===== src/sbs_pkg.sv =====
// constants, types and register map of the serial break and sync master transmitter
package sbs_pkg;
  localparam int          ADDR_W       = 3;
  localparam logic [2:0]  OFS_TX_CTRL  = 3'h0;
  localparam logic [2:0]  OFS_RX_CTRL  = 3'h1;
  localparam logic [2:0]  OFS_RATE     = 3'h2;
  localparam logic [2:0]  OFS_TX_DATA  = 3'h3;
  localparam logic [2:0]  OFS_RX_DATA  = 3'h4;
  localparam logic [2:0]  OFS_DIVISOR  = 3'h5;
  // transmit_control_reg fields
  localparam int TXC_TRANSMIT_ENABLE = 0;
  localparam int TXC_BRK  = 1;
  localparam int TXC_SYNC = 2;
  localparam int TXC_CLOCK_SOURCE_MASTER = 3;
  localparam int TXC_TX_SHIFT_EMPTY = 4;
  localparam int TXC_TXBE = 5;
  // receive_control_reg fields
  localparam int RXC_PORT_ENABLE = 0;
  localparam int RXC_SINGLE_RECEIVE_ENABLE = 1;
  localparam int RXC_CONTINUOUS_RECEIVE_ENABLE = 2;
  localparam int RXC_FRAMING_ERROR_FLAG = 3;
  localparam int RXC_RCF  = 4;
  localparam int RXC_IDLE = 5;
  // rate_control_reg fields
  localparam int RTC_WUE  = 0;
  localparam int RTC_ABD  = 1;
  localparam int RTC_POL  = 2;
  localparam logic [15:0] DIV_RESET        = 16'h0020;
  localparam logic [3:0]  DATA_BITS        = 4'h8;
  localparam logic [3:0]  ASYNC_FRAME_BITS = 4'hA;
  localparam logic [3:0]  BREAK_ZERO_BITS  = 4'hC;
  localparam logic [3:0]  BREAK_FRAME_BITS = 4'hE;
  localparam logic [13:0] BREAK_FRAME      = 14'h2000;
  localparam logic [31:0] BUS_ZERO         = 32'h0000_0000;
  typedef enum logic [1:0] {
    TX_IDLE  = 2'b00,
    TX_ASYNC = 2'b01,
    TX_SYNC  = 2'b10
  } sbs_tx_state_type;
  typedef enum logic [1:0] {
    RX_IDLE  = 2'b00,
    RX_START = 2'b01,
    RX_DATA  = 2'b10,
    RX_STOP  = 2'b11
  } sbs_rx_state_type;
  typedef struct packed {
    logic data_o;
    logic data_oe;
    logic clk_o;
    logic clk_oe;
  } sbs_pins_type;
  typedef struct packed {
    logic transmit_enable;
    logic brk;
    logic sync;
    logic clock_source_master;
    logic port_enable;
    logic single_receive_enable;
    logic continuous_receive_enable;
    logic wake_on_low_enable;
    logic abd;
    logic pol;
  } sbs_ctrl_type;
endpackage : sbs_pkg


===== src/sbs_serial_break_sync_tx.sv =====
// break generator, break receiver and synchronous master transmitter with Avalon-MM registers
//
// Our own choices: the register addresses and the Avalon-MM interface to the registers.
`timescale 1ns/1ps
module sbs_serial_break_sync_tx
  import sbs_pkg::*;
(
  input  wire logic              clk,
  input  wire logic              rstn,
  input  wire logic [ADDR_W-1:0] avs_address,
  input  wire logic              avs_read,
  input  wire logic              avs_write,
  input  wire logic [31:0]       avs_writedata,
  output logic      [31:0]       avs_readdata,
  output logic                   avs_waitrequest,
  input  wire logic              data_pin_i,
  output logic                   data_pin_o,
  output logic                   data_pin_oe,
  input  wire logic              clock_pin_i,
  output logic                   clock_pin_o,
  output logic                   clock_pin_oe
);
  function automatic logic [15:0] sbs_half(input logic [15:0] d);
    sbs_half = (d > 16'h0001) ? (d >> 1) : 16'h0001;
  endfunction : sbs_half

  function automatic logic [15:0] sbs_reload(input logic [15:0] p);
    sbs_reload = (p > 16'h0000) ? (p - 16'h0001) : 16'h0000;
  endfunction : sbs_reload

  logic [1:0] rst_ff_q;
  logic       rst_n;
  always_ff @(posedge clk or negedge rstn) begin
    if (!rstn) rst_ff_q <= 2'b00;
    else rst_ff_q <= {rst_ff_q[0], 1'b1};
  end
  assign rst_n = rst_ff_q[1];

  // bus slave: request seen with waitrequest high, answered next cycle
  logic              wait_q;
  logic [31:0]       rdata_q;
  logic [ADDR_W-1:0] addr;
  logic              acc_rd;
  logic              acc_wr;
  assign addr   = avs_address;
  assign acc_wr = avs_write && !wait_q;
  assign acc_rd = avs_read && !wait_q;

  sbs_ctrl_type     ctl_q;
  logic [15:0]      div_q;
  logic [7:0]       hold_q;
  logic             hold_full_q;
  logic             hold_brk_q;
  sbs_tx_state_type tx_st_q;
  logic [13:0]      sh_q;
  logic [3:0]       cnt_q;
  logic [15:0]      tcnt_q;
  logic             frame_brk_q;
  logic             phase_q;
  logic             line_q;
  logic             sclk_q;
  sbs_rx_state_type rx_st_q;
  logic [15:0]      rcnt_q;
  logic [3:0]       rbits_q;
  logic [7:0]       rsh_q;
  logic [7:0]       rx_data_q;
  logic             framing_error_flag_q;
  logic             rcf_q;
  logic [1:0]       rx_ff_q;
  logic             rx_prev_q;
  sbs_pins_type     pins_q;

  logic rx_s;
  logic rx_fall;
  logic rx_rise;
  assign rx_s    = rx_ff_q[1];
  assign rx_fall = rx_prev_q && !rx_s;
  assign rx_rise = !rx_prev_q && rx_s;

  logic sync_master;
  logic sync_tx;
  logic tx_busy;
  logic brk_inflight;
  logic ld;
  logic ttick;
  logic tx_end;
  logic brk_done;
  logic [15:0] tper;
  assign sync_master  = ctl_q.sync && ctl_q.clock_source_master && ctl_q.port_enable;
  assign sync_tx      = sync_master && !ctl_q.single_receive_enable && !ctl_q.continuous_receive_enable;
  assign tx_busy      = (tx_st_q != TX_IDLE);
  assign brk_inflight = (tx_busy && frame_brk_q) || (hold_full_q && hold_brk_q);
  assign ld           = !tx_busy && hold_full_q && ctl_q.transmit_enable && ctl_q.port_enable;
  assign ttick        = tx_busy && (tcnt_q == 16'h0000);
  assign tper         = ctl_q.sync ? sbs_half(div_q) : div_q;
  assign tx_end       = ttick && (cnt_q == 4'h1)
                        && ((tx_st_q == TX_ASYNC) || !phase_q);
  assign brk_done     = tx_end && frame_brk_q;

  logic [31:0] rd_mux;
  assign rd_mux =
    (addr == OFS_TX_CTRL) ? {26'h0, !hold_full_q, !tx_busy, ctl_q.clock_source_master, ctl_q.sync,
                             ctl_q.brk, ctl_q.transmit_enable} :
    (addr == OFS_RX_CTRL) ? {26'h0, (rx_st_q == RX_IDLE), rcf_q, framing_error_flag_q, ctl_q.continuous_receive_enable,
                             ctl_q.single_receive_enable, ctl_q.port_enable} :
    (addr == OFS_RATE)    ? {29'h0, ctl_q.pol, ctl_q.abd, ctl_q.wake_on_low_enable} :
    (addr == OFS_RX_DATA) ? {24'h0, rx_data_q} :
    (addr == OFS_DIVISOR) ? {16'h0, div_q} : BUS_ZERO;

  always_ff @(posedge clk or negedge rst_n) begin
    if (!rst_n) begin
      wait_q  <= 1'b1;
      rdata_q <= BUS_ZERO;
    end else begin
      wait_q  <= !((avs_read || avs_write) && wait_q);
      if (avs_read && wait_q) rdata_q <= rd_mux;
    end
  end
  assign avs_waitrequest = wait_q;
  assign avs_readdata    = rdata_q;

  // control registers; hardware clears break request and wake enable
  logic wr_tx;
  logic wr_rx;
  logic wr_rt;
  logic wr_dat;
  assign wr_tx  = acc_wr && (addr == OFS_TX_CTRL);
  assign wr_rx  = acc_wr && (addr == OFS_RX_CTRL);
  assign wr_rt  = acc_wr && (addr == OFS_RATE);
  assign wr_dat = acc_wr && (addr == OFS_TX_DATA);

  always_ff @(posedge clk or negedge rst_n) begin
    if (!rst_n) begin
      ctl_q <= '0;
      div_q <= DIV_RESET;
    end else begin
      if (wr_tx) begin
        ctl_q.transmit_enable <= avs_writedata[TXC_TRANSMIT_ENABLE];
        ctl_q.sync <= avs_writedata[TXC_SYNC];
        ctl_q.clock_source_master <= avs_writedata[TXC_CLOCK_SOURCE_MASTER];
      end
      if (wr_tx) ctl_q.brk <= avs_writedata[TXC_BRK];
      else if (brk_done) ctl_q.brk <= 1'b0;
      if (wr_rx) begin
        ctl_q.port_enable <= avs_writedata[RXC_PORT_ENABLE];
        ctl_q.single_receive_enable <= avs_writedata[RXC_SINGLE_RECEIVE_ENABLE];
        ctl_q.continuous_receive_enable <= avs_writedata[RXC_CONTINUOUS_RECEIVE_ENABLE];
      end
      if (ctl_q.wake_on_low_enable && rx_rise) ctl_q.wake_on_low_enable <= 1'b0;
      else if (wr_rt) ctl_q.wake_on_low_enable <= avs_writedata[RTC_WUE];
      if (wr_rt) begin
        ctl_q.abd <= avs_writedata[RTC_ABD];
        ctl_q.pol <= avs_writedata[RTC_POL];
      end
      if (acc_wr && (addr == OFS_DIVISOR)) div_q <= avs_writedata[15:0];
    end
  end

  // holding register: a write waits here until the shift register frees up
  always_ff @(posedge clk or negedge rst_n) begin
    if (!rst_n) begin
      hold_q      <= 8'h00;
      hold_full_q <= 1'b0;
      hold_brk_q  <= 1'b0;
    end else if (wr_dat) begin
      hold_q      <= avs_writedata[7:0];
      hold_full_q <= 1'b1;
      hold_brk_q  <= ctl_q.brk && ctl_q.transmit_enable && !brk_inflight;
    end else if (ld) begin
      hold_full_q <= 1'b0;
    end
  end

  // transmit shifter
  always_ff @(posedge clk or negedge rst_n) begin
    if (!rst_n) begin
      tx_st_q     <= TX_IDLE;
      sh_q        <= 14'h0000;
      cnt_q       <= 4'h0;
      tcnt_q      <= 16'h0000;
      frame_brk_q <= 1'b0;
      phase_q     <= 1'b0;
      line_q      <= 1'b1;
      sclk_q      <= 1'b0;
    end else if (ld) begin
      tcnt_q <= sbs_reload(tper);
      if (ctl_q.sync) begin
        tx_st_q     <= TX_SYNC;
        sh_q        <= {6'h00, hold_q};
        cnt_q       <= DATA_BITS;
        frame_brk_q <= 1'b0;
        phase_q     <= 1'b1;
        line_q      <= hold_q[0];
        sclk_q      <= !ctl_q.pol;
      end else begin
        tx_st_q     <= TX_ASYNC;
        sh_q        <= hold_brk_q ? BREAK_FRAME : {4'h0, 1'b1, hold_q, 1'b0};
        cnt_q       <= hold_brk_q ? BREAK_FRAME_BITS : ASYNC_FRAME_BITS;
        frame_brk_q <= hold_brk_q;
        line_q      <= 1'b0;
      end
    end else if (!tx_busy) begin
      line_q <= ctl_q.sync ? line_q : 1'b1;
      sclk_q <= ctl_q.pol;
    end else if (!ttick) begin
      tcnt_q <= tcnt_q - 16'h0001;
    end else begin
      tcnt_q <= sbs_reload(tper);
      if (tx_st_q == TX_ASYNC) begin
        sh_q   <= {1'b0, sh_q[13:1]};
        line_q <= sh_q[1];
        cnt_q  <= cnt_q - 4'h1;
        if (cnt_q == 4'h1) begin
          tx_st_q <= TX_IDLE;
          line_q  <= 1'b1;
        end
      end else if (phase_q) begin
        sclk_q  <= ctl_q.pol;
        phase_q <= 1'b0;
      end else if (cnt_q == 4'h1) begin
        tx_st_q <= TX_IDLE;
      end else begin
        sclk_q  <= !ctl_q.pol;
        sh_q    <= {1'b0, sh_q[13:1]};
        line_q  <= sh_q[1];
        cnt_q   <= cnt_q - 4'h1;
        phase_q <= 1'b1;
      end
    end
  end

  // receiver: line passes two flops first; idle while wake is armed
  logic rx_en;
  logic rtick;
  assign rx_en = ctl_q.port_enable && !ctl_q.sync && ctl_q.continuous_receive_enable && !ctl_q.wake_on_low_enable;
  assign rtick = (rcnt_q == 16'h0000);

  always_ff @(posedge clk or negedge rst_n) begin
    if (!rst_n) begin
      rx_ff_q   <= 2'b11;
      rx_prev_q <= 1'b1;
    end else begin
      rx_ff_q   <= {rx_ff_q[0], data_pin_i};
      rx_prev_q <= rx_s;
    end
  end

  always_ff @(posedge clk or negedge rst_n) begin
    if (!rst_n) begin
      rx_st_q <= RX_IDLE;
      rcnt_q  <= 16'h0000;
      rbits_q <= 4'h0;
      rsh_q   <= 8'h00;
    end else if (!rx_en) begin
      rx_st_q <= RX_IDLE;
    end else if (rx_st_q == RX_IDLE) begin
      if (rx_fall) begin
        rx_st_q <= RX_START;
        rcnt_q  <= sbs_reload(sbs_half(div_q));
      end
    end else if (!rtick) begin
      rcnt_q <= rcnt_q - 16'h0001;
    end else begin
      rcnt_q <= sbs_reload(div_q);
      case (rx_st_q)
        RX_START: begin
          rx_st_q <= rx_s ? RX_IDLE : RX_DATA;
          rbits_q <= DATA_BITS;
        end
        RX_DATA: begin
          rsh_q   <= {rx_s, rsh_q[7:1]};
          rbits_q <= rbits_q - 4'h1;
          if (rbits_q == 4'h1) rx_st_q <= RX_STOP;
        end
        default: rx_st_q <= RX_IDLE;
      endcase
    end
  end

  logic rx_done;
  logic wake_evt;
  assign rx_done  = rx_en && (rx_st_q == RX_STOP) && rtick;
  assign wake_evt = ctl_q.wake_on_low_enable && rx_fall;

  always_ff @(posedge clk or negedge rst_n) begin
    if (!rst_n) begin
      rx_data_q <= 8'h00;
      framing_error_flag_q    <= 1'b0;
      rcf_q     <= 1'b0;
    end else begin
      if (rx_done) begin
        rx_data_q <= rsh_q;
        framing_error_flag_q    <= !rx_s;
      end
      if (rx_done || wake_evt) rcf_q <= 1'b1;
      else if (acc_rd && (addr == OFS_RX_DATA)) rcf_q <= 1'b0;
    end
  end

  // pins: async sends on the clock pin, sync master drives the clock pin, and the data pin too unless a receive enable is set
  sbs_pins_type pins_d;
  assign pins_d.clk_o   = ctl_q.sync ? sclk_q : line_q;
  assign pins_d.clk_oe  = ctl_q.port_enable && (!ctl_q.sync || ctl_q.clock_source_master);
  assign pins_d.data_o  = line_q;
  assign pins_d.data_oe = sync_tx;

  always_ff @(posedge clk or negedge rst_n) begin
    if (!rst_n) pins_q <= '0;
    else pins_q <= pins_d;
  end
  assign data_pin_o   = pins_q.data_o;
  assign data_pin_oe  = pins_q.data_oe;
  assign clock_pin_o  = pins_q.clk_o;
  assign clock_pin_oe = pins_q.clk_oe;

  a_break_zeros: assert property (@(posedge clk) disable iff (!rst_n)
    (tx_st_q == TX_ASYNC) && frame_brk_q && (cnt_q > 4'h1) |-> !line_q)
    else $error("break frame line not low");
  a_break_load: assert property (@(posedge clk) disable iff (!rst_n)
    ld && hold_brk_q && !ctl_q.sync |=> (sh_q == BREAK_FRAME) && (cnt_q == BREAK_FRAME_BITS))
    else $error("break frame not loaded");
  a_break_clear: assert property (@(posedge clk) disable iff (!rst_n)
    brk_done && !wr_tx |=> !ctl_q.brk && !tx_busy)
    else $error("break request not cleared");
  a_hold_wait: assert property (@(posedge clk) disable iff (!rst_n)
    tx_busy && hold_full_q && !wr_dat |=> hold_full_q)
    else $error("held char moved early");
  a_load_now: assert property (@(posedge clk) disable iff (!rst_n)
    ld && !wr_dat |=> tx_busy && !hold_full_q ##1 tx_busy)
    else $error("char not loaded at once");
  a_wake_idle: assert property (@(posedge clk) disable iff (!rst_n)
    ctl_q.wake_on_low_enable |=> rx_st_q == RX_IDLE)
    else $error("receiver active in wake mode");
  a_wake_flag: assert property (@(posedge clk) disable iff (!rst_n)
    wake_evt |=> rcf_q)
    else $error("wake edge not flagged");
  a_rx_break: assert property (@(posedge clk) disable iff (!rst_n)
    rx_done && (rsh_q == 8'h00) && !rx_s |=> framing_error_flag_q && rcf_q && (rx_data_q == 8'h00))
    else $error("received break not reported");
  a_lead_hold: assert property (@(posedge clk) disable iff (!rst_n)
    (tx_st_q == TX_SYNC) && !(ttick && !phase_q) |=> $stable(line_q))
    else $error("sync data changed off leading edge");
  a_clk_idle: assert property (@(posedge clk) disable iff (!rst_n)
    !tx_busy && !ld && ctl_q.sync
    |=> ##1 (!$past(ctl_q.sync) || (pins_q.clk_o == $past(ctl_q.pol, 2))))
    else $error("clock idle level wrong");
  a_sync_oe: assert property (@(posedge clk) disable iff (!rst_n)
    sync_tx |=> pins_q.data_oe && pins_q.clk_oe)
    else $error("sync drivers not enabled");
  a_txbe_status: assert property (@(posedge clk) disable iff (!rst_n)
    avs_read && wait_q && (addr == OFS_TX_CTRL) |=> rdata_q[TXC_TXBE] == !$past(hold_full_q))
    else $error("buffer empty status wrong");
  a_tx_shift_empty_status: assert property (@(posedge clk) disable iff (!rst_n)
    avs_read && wait_q && (addr == OFS_TX_CTRL) |=> rdata_q[TXC_TX_SHIFT_EMPTY] == ($past(tx_st_q) == TX_IDLE))
    else $error("shift empty status wrong");
  a_break_stop: assert property (@(posedge clk) disable iff (!rst_n)
    (tx_st_q == TX_ASYNC) && frame_brk_q && (cnt_q == 4'h1) |-> line_q)
    else $error("break stop bit not high");
  a_sync_first: assert property (@(posedge clk) disable iff (!rst_n)
    ld && ctl_q.sync |=> (line_q == $past(hold_q[0])) && (cnt_q == DATA_BITS))
    else $error("sync char not started with bit zero");
  a_trail_idle: assert property (@(posedge clk) disable iff (!rst_n)
    (tx_st_q == TX_SYNC) && ttick && phase_q |=> sclk_q == $past(ctl_q.pol))
    else $error("trailing edge not to idle level");
  a_wake_clear: assert property (@(posedge clk) disable iff (!rst_n)
    ctl_q.wake_on_low_enable && rx_rise |=> !ctl_q.wake_on_low_enable)
    else $error("wake enable not cleared");
  a_rx_clear: assert property (@(posedge clk) disable iff (!rst_n)
    acc_rd && (addr == OFS_RX_DATA) && !rx_done && !wake_evt |=> !rcf_q)
    else $error("char flag not cleared by read");
  a_rx_dir: assert property (@(posedge clk) disable iff (!rst_n)
    !sync_tx |=> !pins_q.data_oe)
    else $error("data driver on outside sync transmit");
  a_clock_drv: assert property (@(posedge clk) disable iff (!rst_n)
    sync_master |=> pins_q.clk_oe)
    else $error("master clock driver not enabled");
endmodule : sbs_serial_break_sync_tx


===== config.mk =====
export PLATFORM = sky130hd
export DESIGN_NAME = sbs_serial_break_sync_tx
export DESIGN_NICKNAME = d
export VERILOG_FILES = /design/src/sbs_pkg.sv /design/src/sbs_serial_break_sync_tx.sv
export SDC_FILE = /design/constraint.sdc
export NUM_CORES = 1
export LEC_CHECK = 0
export BUFFER_PORTS_ARGS = -buffer_cell sky130_fd_sc_hd__buf_2
export CAP_MARGIN = 20
export CORE_UTILIZATION = 49
export CTS_CLUSTER_SIZE = 10
export DETAILED_ROUTE_END_ITERATION = 6
export PLACE_DENSITY_LB_ADDON = 0.05
export SETUP_SLACK_MARGIN = 0.15
export SLEW_MARGIN = 30
export SYNTH_ARGS = -nofsm -noshare
export SYNTH_HDL_FRONTEND = slang
export SYNTH_SLANG_ARGS = --single-unit

===== constraint.sdc =====
create_clock -name clk -period 11.2 [get_ports clk]
set_input_delay 1.68 -clock clk [delete_from_list [all_inputs] [get_ports clk]]
set_output_delay 1.68 -clock clk [all_outputs]
set_load 0.005 [all_outputs]

======== Word level (Yosys, flattened, before mapping) ========
Index checks and enable logic that the tools add are counted.
operators by class
  equality and inequality tests ........... 25
  multiplexer cells ....................... 80
  reduce and logical (&&, ||, !) cells .... 74
  add/subtract/negate cells ............... 7
  bitwise logic cells ..................... 1
  magnitude comparators ................... 4
operators by type and width
  cell                                                            count
  two-way mux 16 bit                                              15
  two-way mux 14 bit                                              8
  subtractor 16 x 1 -> 16 bit, second input constant              4
  greater-than comparator 16 x 1 -> 1 bit, second input constant  3
  logical AND 1 bit                                               35
  two-way mux 1 bit                                               33
  logical NOT 16 bit                                              2
  two-way mux 2 bit                                               13
  two-way mux 4 bit                                               6
  AND reduction 4 bit                                             6
  nonzero test 2 bit                                              8
  subtractor 15 x 1 -> 16 bit, second input constant              1
  greater-than comparator 15 x 1 -> 1 bit, second input constant  1
  two-way mux 15 bit                                              1
  logical NOT 1 bit                                               13
  != test 3 x 1 -> 1 bit, second input constant                   4
  != test 4 bit, second input constant                            3
  != test 3 bit, second input constant                            3
  == test 4 x 1 -> 1 bit, second input constant                   2
  case mux 4 bit (2 select lines)                                 1
  subtractor 4 x 1 -> 4 bit, second input constant                2
  == test 3 x 2 -> 1 bit, second input constant                   2
  == test 3 bit, second input constant                            2
  two-way mux 3 bit                                               2
  other kinds (12)                                                21
word-level totals
  output and inout port bits .............. 37
  register bits ........................... 158

======== Longest topological paths before layout ========
Gate-level depths: netlist of the first run.
  word-level depth ........................ 8
  depth in mapped cells ................... 13

======== Least setup slack after synthesis of the first run ========
Ideal clock, no wire load.
  path kind ............................... reg2reg
  start point ............................. register div_q[0]
  end point ............................... register tcnt_q[0]
  data arrival time ....................... 3411 ps
  cell stages (with the launch flop) ...... 14
  buffers on the path ..................... 1
  slack ................................... 7652 ps
  library setup time ...................... 138 ps
  cell sequence ........................... dfrtp_1 -> inv_1 -> ha_1 -> or2_2 -> a41oi_1 -> mux2_2 -> ha_1 -> or3b_2 -> nor4bb_1 -> clkbuf_1 -> nand4_1 -> and2_1 -> a221oi_1 -> a21oi_1
between the ends
  longest elaborated chain between the ends .. 8
  elaborated cells on any way between the ends .. 9
  classes of those cells .................. add/sub (1); order compare (2); mux (6)
ends and longest elaborated chain
  item                                                                                    line                             source
  from (decl)                                                                             sbs_serial_break_sync_tx.sv:50   logic [15:0] div_q;
  from (signal assigned)                                                                  sbs_serial_break_sync_tx.sv:155  if (acc_wr && (addr == OFS_DIVISOR)) div_q <= avs_writedata[15:0];
  greater-than comparator 16 x 1 -> 1 bit                                                 sbs_serial_break_sync_tx.sv:24   sbs_half = (d > 16'h0001) ? (d >> 1) : 16'h0001;
  two-way mux 15 bit                                                                      sbs_serial_break_sync_tx.sv:24
  two-way mux 16 bit (*)                                                                  sbs_serial_break_sync_tx.sv:95   assign tper = ctl_q.sync ? sbs_half(div_q) : div_q;
  subtractor 16 x 1 -> 16 bit or greater-than comparator 16 x 1 -> 1 bit (tied branches)  sbs_serial_break_sync_tx.sv:28   sbs_reload = (p > 16'h0000) ? (p - 16'h0001) : 16'h0000;
  two-way mux 16 bit (*)                                                                  sbs_serial_break_sync_tx.sv:28
  two-way mux 16 bit                                                                      sbs_serial_break_sync_tx.sv:205  end else if (!ttick) begin
  two-way mux 16 bit                                                                      sbs_serial_break_sync_tx.sv:202  end else if (!tx_busy) begin
  two-way mux 16 bit (*)                                                                  sbs_serial_break_sync_tx.sv:185  end else if (ld) begin
  to (signal assigned)                                                                    sbs_serial_break_sync_tx.sv:186  tcnt_q <= sbs_reload(tper);
  to (signal assigned)                                                                    sbs_serial_break_sync_tx.sv:206  tcnt_q <= tcnt_q - 16'h0001;
  to (signal assigned)                                                                    sbs_serial_break_sync_tx.sv:208  tcnt_q <= sbs_reload(tper);
  to (decl)                                                                               sbs_serial_break_sync_tx.sv:57   logic [15:0] tcnt_q;
Mark *: on every way between the ends. The rest lies on a longest branch, timed or not. The select of a mux whose other input is x is not followed.
A chain may end at the register's enable or synchronous reset.

======== Final worst setup path of the first run ========
  start point ............................. register div_q[7]
  end point ............................... register tcnt_q[6]
Same word-level chain as after synthesis.

==> out/results.txt, run 1 <==
slowest cell on the critical path -> dfrtp_1
Post-Route WL -> 21.77 mm
RSZ-0062 raised after global routing -> false
largest cells by area after synthesis -> dfrtp_1 (41%), mux2_2 (6.9%), o21ai_0 (4.8%), nand2_1 (4.6%), nor2_1 (3.1%)
nets@finish -> 954
CTS tree -> yes
Worst Setup SP -> div_q[7]
final instance count without filler cells -> 1,125
commonest non-fill, non-tap cell in the layout -> dfrtp_1
Post-synth EDFFs -> 0
top-area cell type share of the netlist area -> 41.17%
Initial Utilization -> 50.92%
H-tree depth -> 4
fraction of layout cells with a size suffix above 1 -> 17.05%
Min-Delay Startpoint -> rx_ff_q[0]
routed wire length per instance -> 19.35 um
pins over their slew limit -> 0
die height -> 131.4 um
final hold vios -> 0
crit path DAT -> 4.30 ns
CP Capture Type -> flip-flop
crit-path cells -> or4_1 > nor2_1 > a41oi_1 > mux2_2 > ha_1 > or3b_2 > nor4bb_1 > buf_4 > nand4_1 > nand2_1 > nor2_1 > a221o_1
kind of start point of the critical path -> flip-flop
Pre-Repair DR Iteration Count -> 7
DP HPWL -> 15.08 mm
Worst Path Buf+Inv -> 1
Vias -> 6,925
IO Pins -> 78
Tot GR Track Use -> 25.87%
minimum clock period after layout -> 3.985 ns
Max FO, Critical Path -> 13
top_reg_cell synth -> dfrtp_1
Sum Neg Setup Slack -> 0 ns
global route total overflow -> 0
Synth Warn # -> 0
ys async rst share -> 100.0%
Peak VDD IR -> 127.5 uV
Power Total -> 0.001703 W
CP required -> 11.51 ns
Synth Area per Inst -> 9.324 sq um
Post-Syn Area -> 8205 sq um
largest net degree at the start of global routing -> 89
clock buffer depth -> 2
worst r2r src -> div_q[7]
Core Area -> 16,120 sq um
P per Cell Area -> 188.2 nW/um^2
vias in the first global route -> 6,821
Worst path max stage delay -> 0.73 ns
#FFs+latches synth -> 141
clock-pin slew on the worst setup and hold paths -> 0.07 ns
first-pass GRT wire length -> 35.25 mm
Routed Antenna Nets -> 0
dpl cells -> 1,093
P_leak -> 3.951 nW
area delta synth->final -> 10.26%
initial antenna violation count -> 0
CTS root buf -> clkbuf_16
Port Buffers -> 44
endpoints failing setup -> 0
DRC violation count after routing -> 0
period utilization -> 35.58%
Rows -> 46
CTS resizes -> 0
most frequent CP cell -> nor2_1
sequential element share of the synthesized area -> 43.09%
highest-count cells in the layout ignoring fill and taps -> dfrtp_1 (134), nand2_1 (100), o21ai_0 (79)
fmax -> 0.2509 GHz
Num CTS Buffers -> 17
Worst-Margin Slew -> 0.9075 ns
routability cong. -> 0.8959
Setup Buffers After CTS -> 0
CP Class -> flip-flop to flip-flop
Hold-fix buffers, CTS -> 0
area leader, netlist -> dfrtp_1
Mapped Cells -> 880
CP top delay family -> simple AND/OR/NAND/NOR gates
Die ar. -> 17,270 sq um
headroom to the max-slew limit -> 39.50%
worst hold path class -> flip-flop to flip-flop
Die W -> 131.4 um
clk_lat worst skew -> 0.43 ns
outcome -> finished clean
Sink Count -> 141
post-synthesis cell type count -> 76
final clock skew -> 0.01151 ns
Antenna Diode Count -> 0
Max-Cap Viols -> 0
Vias/cell -> 6.156
DRT iter0 DRCs -> 518
## state kept, by name (all words and copies together) (netlist names), 2 cells and up
signal and count:
avs_readdata 16, div_q 16, rcnt_q 16, tcnt_q 16
sh_q 13, ctl_q 10, hold_q 8, rsh_q 8
rx_data_q 8, cnt_q 4, rbits_q 4, rst_ff_q 2
rx_ff_q 2, rx_st_q 2, tx_st_q 2
## final timing paths
check | endpoint | slack [ns] | depth (start not counted)
hold reg to reg | rx_ff_q[1] | 0.36 | 0
setup reg to reg | tcnt_q[6] | 7.21 | 12
max in group asynchronous | rcnt_q[6] | 9.54 | 1
min in group asynchronous | data_pin_oe | 0.37 | 0
hold / removal | rx_ff_q[1] | 0.36 | 0
setup / recovery | tcnt_q[6] | 7.21 | 12
## logic make-up after synthesis
family                   share of synthesized area (%)
AO/OA/AOI/OAI                                    18.66
XOR/XNOR                                         3.416
adder cells (fa/ha/maj)                          2.592
buffers and inverters                            5.230
flip-flops                                       43.09
multiplexers                                     9.164
other                                          0.09153
AND/OR/NAND/NOR                                  17.75
## cell type report
cell class	instances	area (sq um)
fill	1485	7068
sequential	141	3540
clock buffer	21	450.4
multi-input combinational	660	4314
clock inverter	11	110.1
tap	216	270.3
timing repair buffer	49	261.5
inverter	27	101.3
## Yosys cell counts (all sizes together), types with 5 or more instances
master / n
nor4: 18
dfrtp: 135
inv: 26
or2: 6
nor2: 67
nand3: 34
nor3: 21
a31oi: 10
o22a: 8
xor2: 13
o211ai: 7
a221oi: 5
and2: 5
or3: 7
nand2: 100
xnor2: 19
a22oi: 13
a21oi: 37
mux2: 51
and3: 5
dfstp: 6
a221o: 9
clkbuf: 41
a22o: 11
ha: 17
buf: 26
nand4: 5
mux2i: 11
nor2b: 7
o21ai: 84
## per-stage QoR
step | setup WS, ns | util, % | hold slack (ns) | cell area (sq um)
3_5_place_dp | 7.229 | 52.66 | 0.3494 | 8487
6_report | 7.215 | 56.14 | 0.3570 | 9047
2_1_floorplan | 6.991 | - | 0.3312 | 8262
5_1_grt | 7.014 | 56.14 | 0.3588 | 9047
4_1_cts | 7.231 | 56.14 | 0.3584 | 9047
3_3_place_gp | 7.315 | 52.53 | 0.3371 | 8466
## per-layer routing
layer	part of all wire (%)	vias up	track usage, %
li1	-	3207	-
met1	45	3427	34.15
met3	4.4	44	4.282
met2	48	247	42.03
met5	0	-	0
met4	3.0	0	10.92
## where the power goes
group          total, W  switching [W]  internal, W
logic          0.000416       0.000236     0.000180
registers      0.000745       0.000152     0.000593
clock network  0.000541       0.000228     0.000314
total           0.00170       0.000616      0.00109
Power figures use the tool's default switching activity.
==> run 2, diff against run 1 <==
==> constraint.sdc (replaced) <==
create_clock -name clk -period 4.05 [get_ports clk]
set_input_delay 0.6075 -clock clk [delete_from_list [all_inputs] [get_ports clk]]
set_output_delay 0.6075 -clock clk [all_outputs]
set_load 0.005 [all_outputs]
==> out/results.txt, run 2 (synthesis results as in run 1) <==
outcome -> finished clean
post-route core utilization -> 57.61% (+1.5 points)
Max-Cap Viols -> 0 (unchanged)
Peak VDD IR -> 320.5 uV (+150%)
Pre-Repair DR Iteration Count -> 5 (-2)
die height -> 131.4 um (unchanged)
initial antenna violation count -> 0 (unchanged)
first-pass GRT wire length -> 36.41 mm (+3.3%)
Antenna Diode Count -> 0 (unchanged)
worst hold path class -> flip-flop to async pin
Seq. cell area -> 3542 sq um (about the same)
Worst-Margin Slew -> 0.8556 ns (-0.05197 ns)
Comb pwr share -> 29.2% (+4.8 points)
Pint -> 0.003078 W (+180%)
Port Buffers -> 44 (unchanged)
Num CTS Buffers -> 17 (unchanged)
Vias -> 7,142 (+3.1%)
Routed Antenna Nets -> 0 (unchanged)
P_sw -> 0.001781 W (+190%)
DRT iter0 DRCs -> 616 (+19%)
H-tree depth -> 4 (unchanged)
Worst Path Buf+Inv -> 3 (+2)
Core Area -> 16,120 sq um (unchanged)
CP top delay family -> simple AND/OR/NAND/NOR gates
fraction of layout cells with a size suffix above 1 -> 19.85% (+2.8 points)
Rows -> 46 (unchanged)
pins over their slew limit -> 0 (unchanged)
clock-pin slew on the worst setup and hold paths -> 0.06 ns (about the same)
Clock power frac -> 31.8% (about the same)
Worst Hold Slack -> 0.2358 ns (-0.1212 ns)
endpoints failing setup -> 0 (unchanged)
final setup margin -> 0.3593 ns (-6.856 ns)
clk_lat worst skew -> 0.43 ns (about the same)
DP Area -> 8673 sq um (+2.2%)
largest net degree at the start of global routing -> 115 (+29%)
R2R cell count -> 14 (+2)
P per Cell Area -> 523.4 nW/um^2 (+180%)
final hold vios -> 0 (unchanged)
DP HPWL -> 15.75 mm (+4.5%)
Die W -> 131.4 um (unchanged)
Sw Ratio -> 36.65% (+0.49 points)
RSZ-0062 raised after global routing -> true
FF-to-FF End -> tcnt_q[1]
routability cong. -> 0.9068 (+1.2%)
dpl ws -> 0.2206 ns (-7.008 ns)
CTS tree -> yes
multi-input logic area -> 4313 sq um (about the same)
Max FO, Critical Path -> 8 (-5)
P_leak -> 4.104 nW (+3.9%)
Post-Route WL -> 22.38 mm (+2.8%)
period utilization -> 91.13% (+56 points)
minimum clock period after layout -> 3.691 ns (-0.2945 ns)
Initial Utilization -> 50.92% (unchanged)
CTS root buf -> clkbuf_16
area delta synth->final -> 13.14%
CP required -> 4.36 ns (-7.15 ns)
final clock skew -> 0.01125 ns (-0.0002563 ns)
Fill cells -> 1,430 (-3.7%)
crit path DAT -> 4.00 ns (-0.30 ns)
Sink Count -> 141 (unchanged)
routed wire length per instance -> 19.41 um (+0.30%)
slowest cell on the critical path -> or3b_2
clock buffer depth -> 2 (unchanged)
Tot GR Track Use -> 26.70% (+0.83 points)
worst r2r src -> div_q[1]
final instance area -> 9284 sq um (+2.6%)
Die ar. -> 17,270 sq um (unchanged)
fmax -> 0.2710 GHz (+8.0%)
kind of start point of the critical path -> flip-flop
DRC violation count after routing -> 0 (unchanged)
headroom to the max-slew limit -> 42.44% (+2.9 points)
nets@finish -> 982 (+2.9%)
Reg2Reg Setup Slack -> 0.36 ns (-6.86 ns)
crit-path cells -> inv_1 > ha_1 > or2_2 > a41oi_2 > mux2_2 > ha_1 > or3b_2 > nor4bb_2 > buf_4 > nand4_1 > buf_4 > a21oi_1 > a21oi_1 > mux2_2
sequential share of power -> 39.0% (-4.8 points)
CP Class -> flip-flop to flip-flop
commonest non-fill, non-tap cell in the layout -> dfrtp_1
Worst path max stage delay -> 0.52 ns (-0.21 ns)
CP Capture Type -> flip-flop
IO Pins -> 78 (unchanged)
highest-count cells in the layout ignoring fill and taps -> dfrtp_1 (132), nand2_1 (100), o21ai_0 (79)
vias in the first global route -> 6,837 (+0.23%)
Vias/cell -> 6.194 (+0.63%)
Sum Neg Setup Slack -> 0 ns (unchanged)
global route total overflow -> 0 (unchanged)
## run 2: layer usage
| metal | global-route usage, % | wire [um] | vias to the layer above |
|---|---|---|---|
| li1 | - | - | 3268 |
| met2 | 41.42 | 10650 | 269 |
| met1 | 36.85 | 9960 | 3562 |
| met5 | 0 | 0 | - |
| met4 | 9.755 | 524 | 0 |
| met3 | 5.478 | 1240 | 43 |
## run 2: final cells by class
class                      instances  share of cell area [%]
clock buffer                      17                   4.582
tap                              216                   2.911
timing repair buffer              77                   5.202
multi-input combinational        660                   46.46
clock inverter                    15                   1.604
sequential                       141                   38.15
inverter                          27                   1.092
## run 2: repair_timing
| action | in CTS | in global routing |
|---|---|---|
| hold buffers | 1 | 0 |
| hold endpoints to repair | 2 | 0 |
| resized for setup | 0 | 6 |
| buffers inserted | 0 | 1 |
| endpoints found under the setup margin | 0 | 14 |
## run 2: worst max-delay path by stage
stage / slack [ns] / endpoint / startpoint / cells after the start
3_3_place_gp: 0.40 / tcnt_q[6] / div_q[0] / 13
6_report: 0.36 / tcnt_q[1] / div_q[1] / 14
5_1_grt: 0.11 / tcnt_q[6] / div_q[0] / 13
2_1_floorplan: 0.50 / tcnt_q[0] / div_q[0] / 13
4_1_cts: 0.20 / tcnt_q[0] / div_q[0] / 13
3_5_place_dp: 0.22 / tcnt_q[0] / div_q[0] / 13
## run 2: power groups by stage
stage	Sequential, W	Combinational [W]	Clock [W]
2_1_floorplan	0.00184	0.000987	0
3_3_place_gp	0.00190	0.00137	0
3_5_place_dp	0.00191	0.00139	0
4_1_cts	0.00189	0.00140	0.00156
5_1_grt	0.00193	0.00156	0.00162
6_report	0.00189	0.00142	0.00154
## run 2: per-stage QoR
stage / power (W) / cells
finish: 0.004859 / 1153
global route: 0.005114 / 1153
CTS: 0.004848 / 1152
detailed placement: 0.003303 / 1119
global placement: 0.003272 / 1119
floorplan: 0.002832 / 895
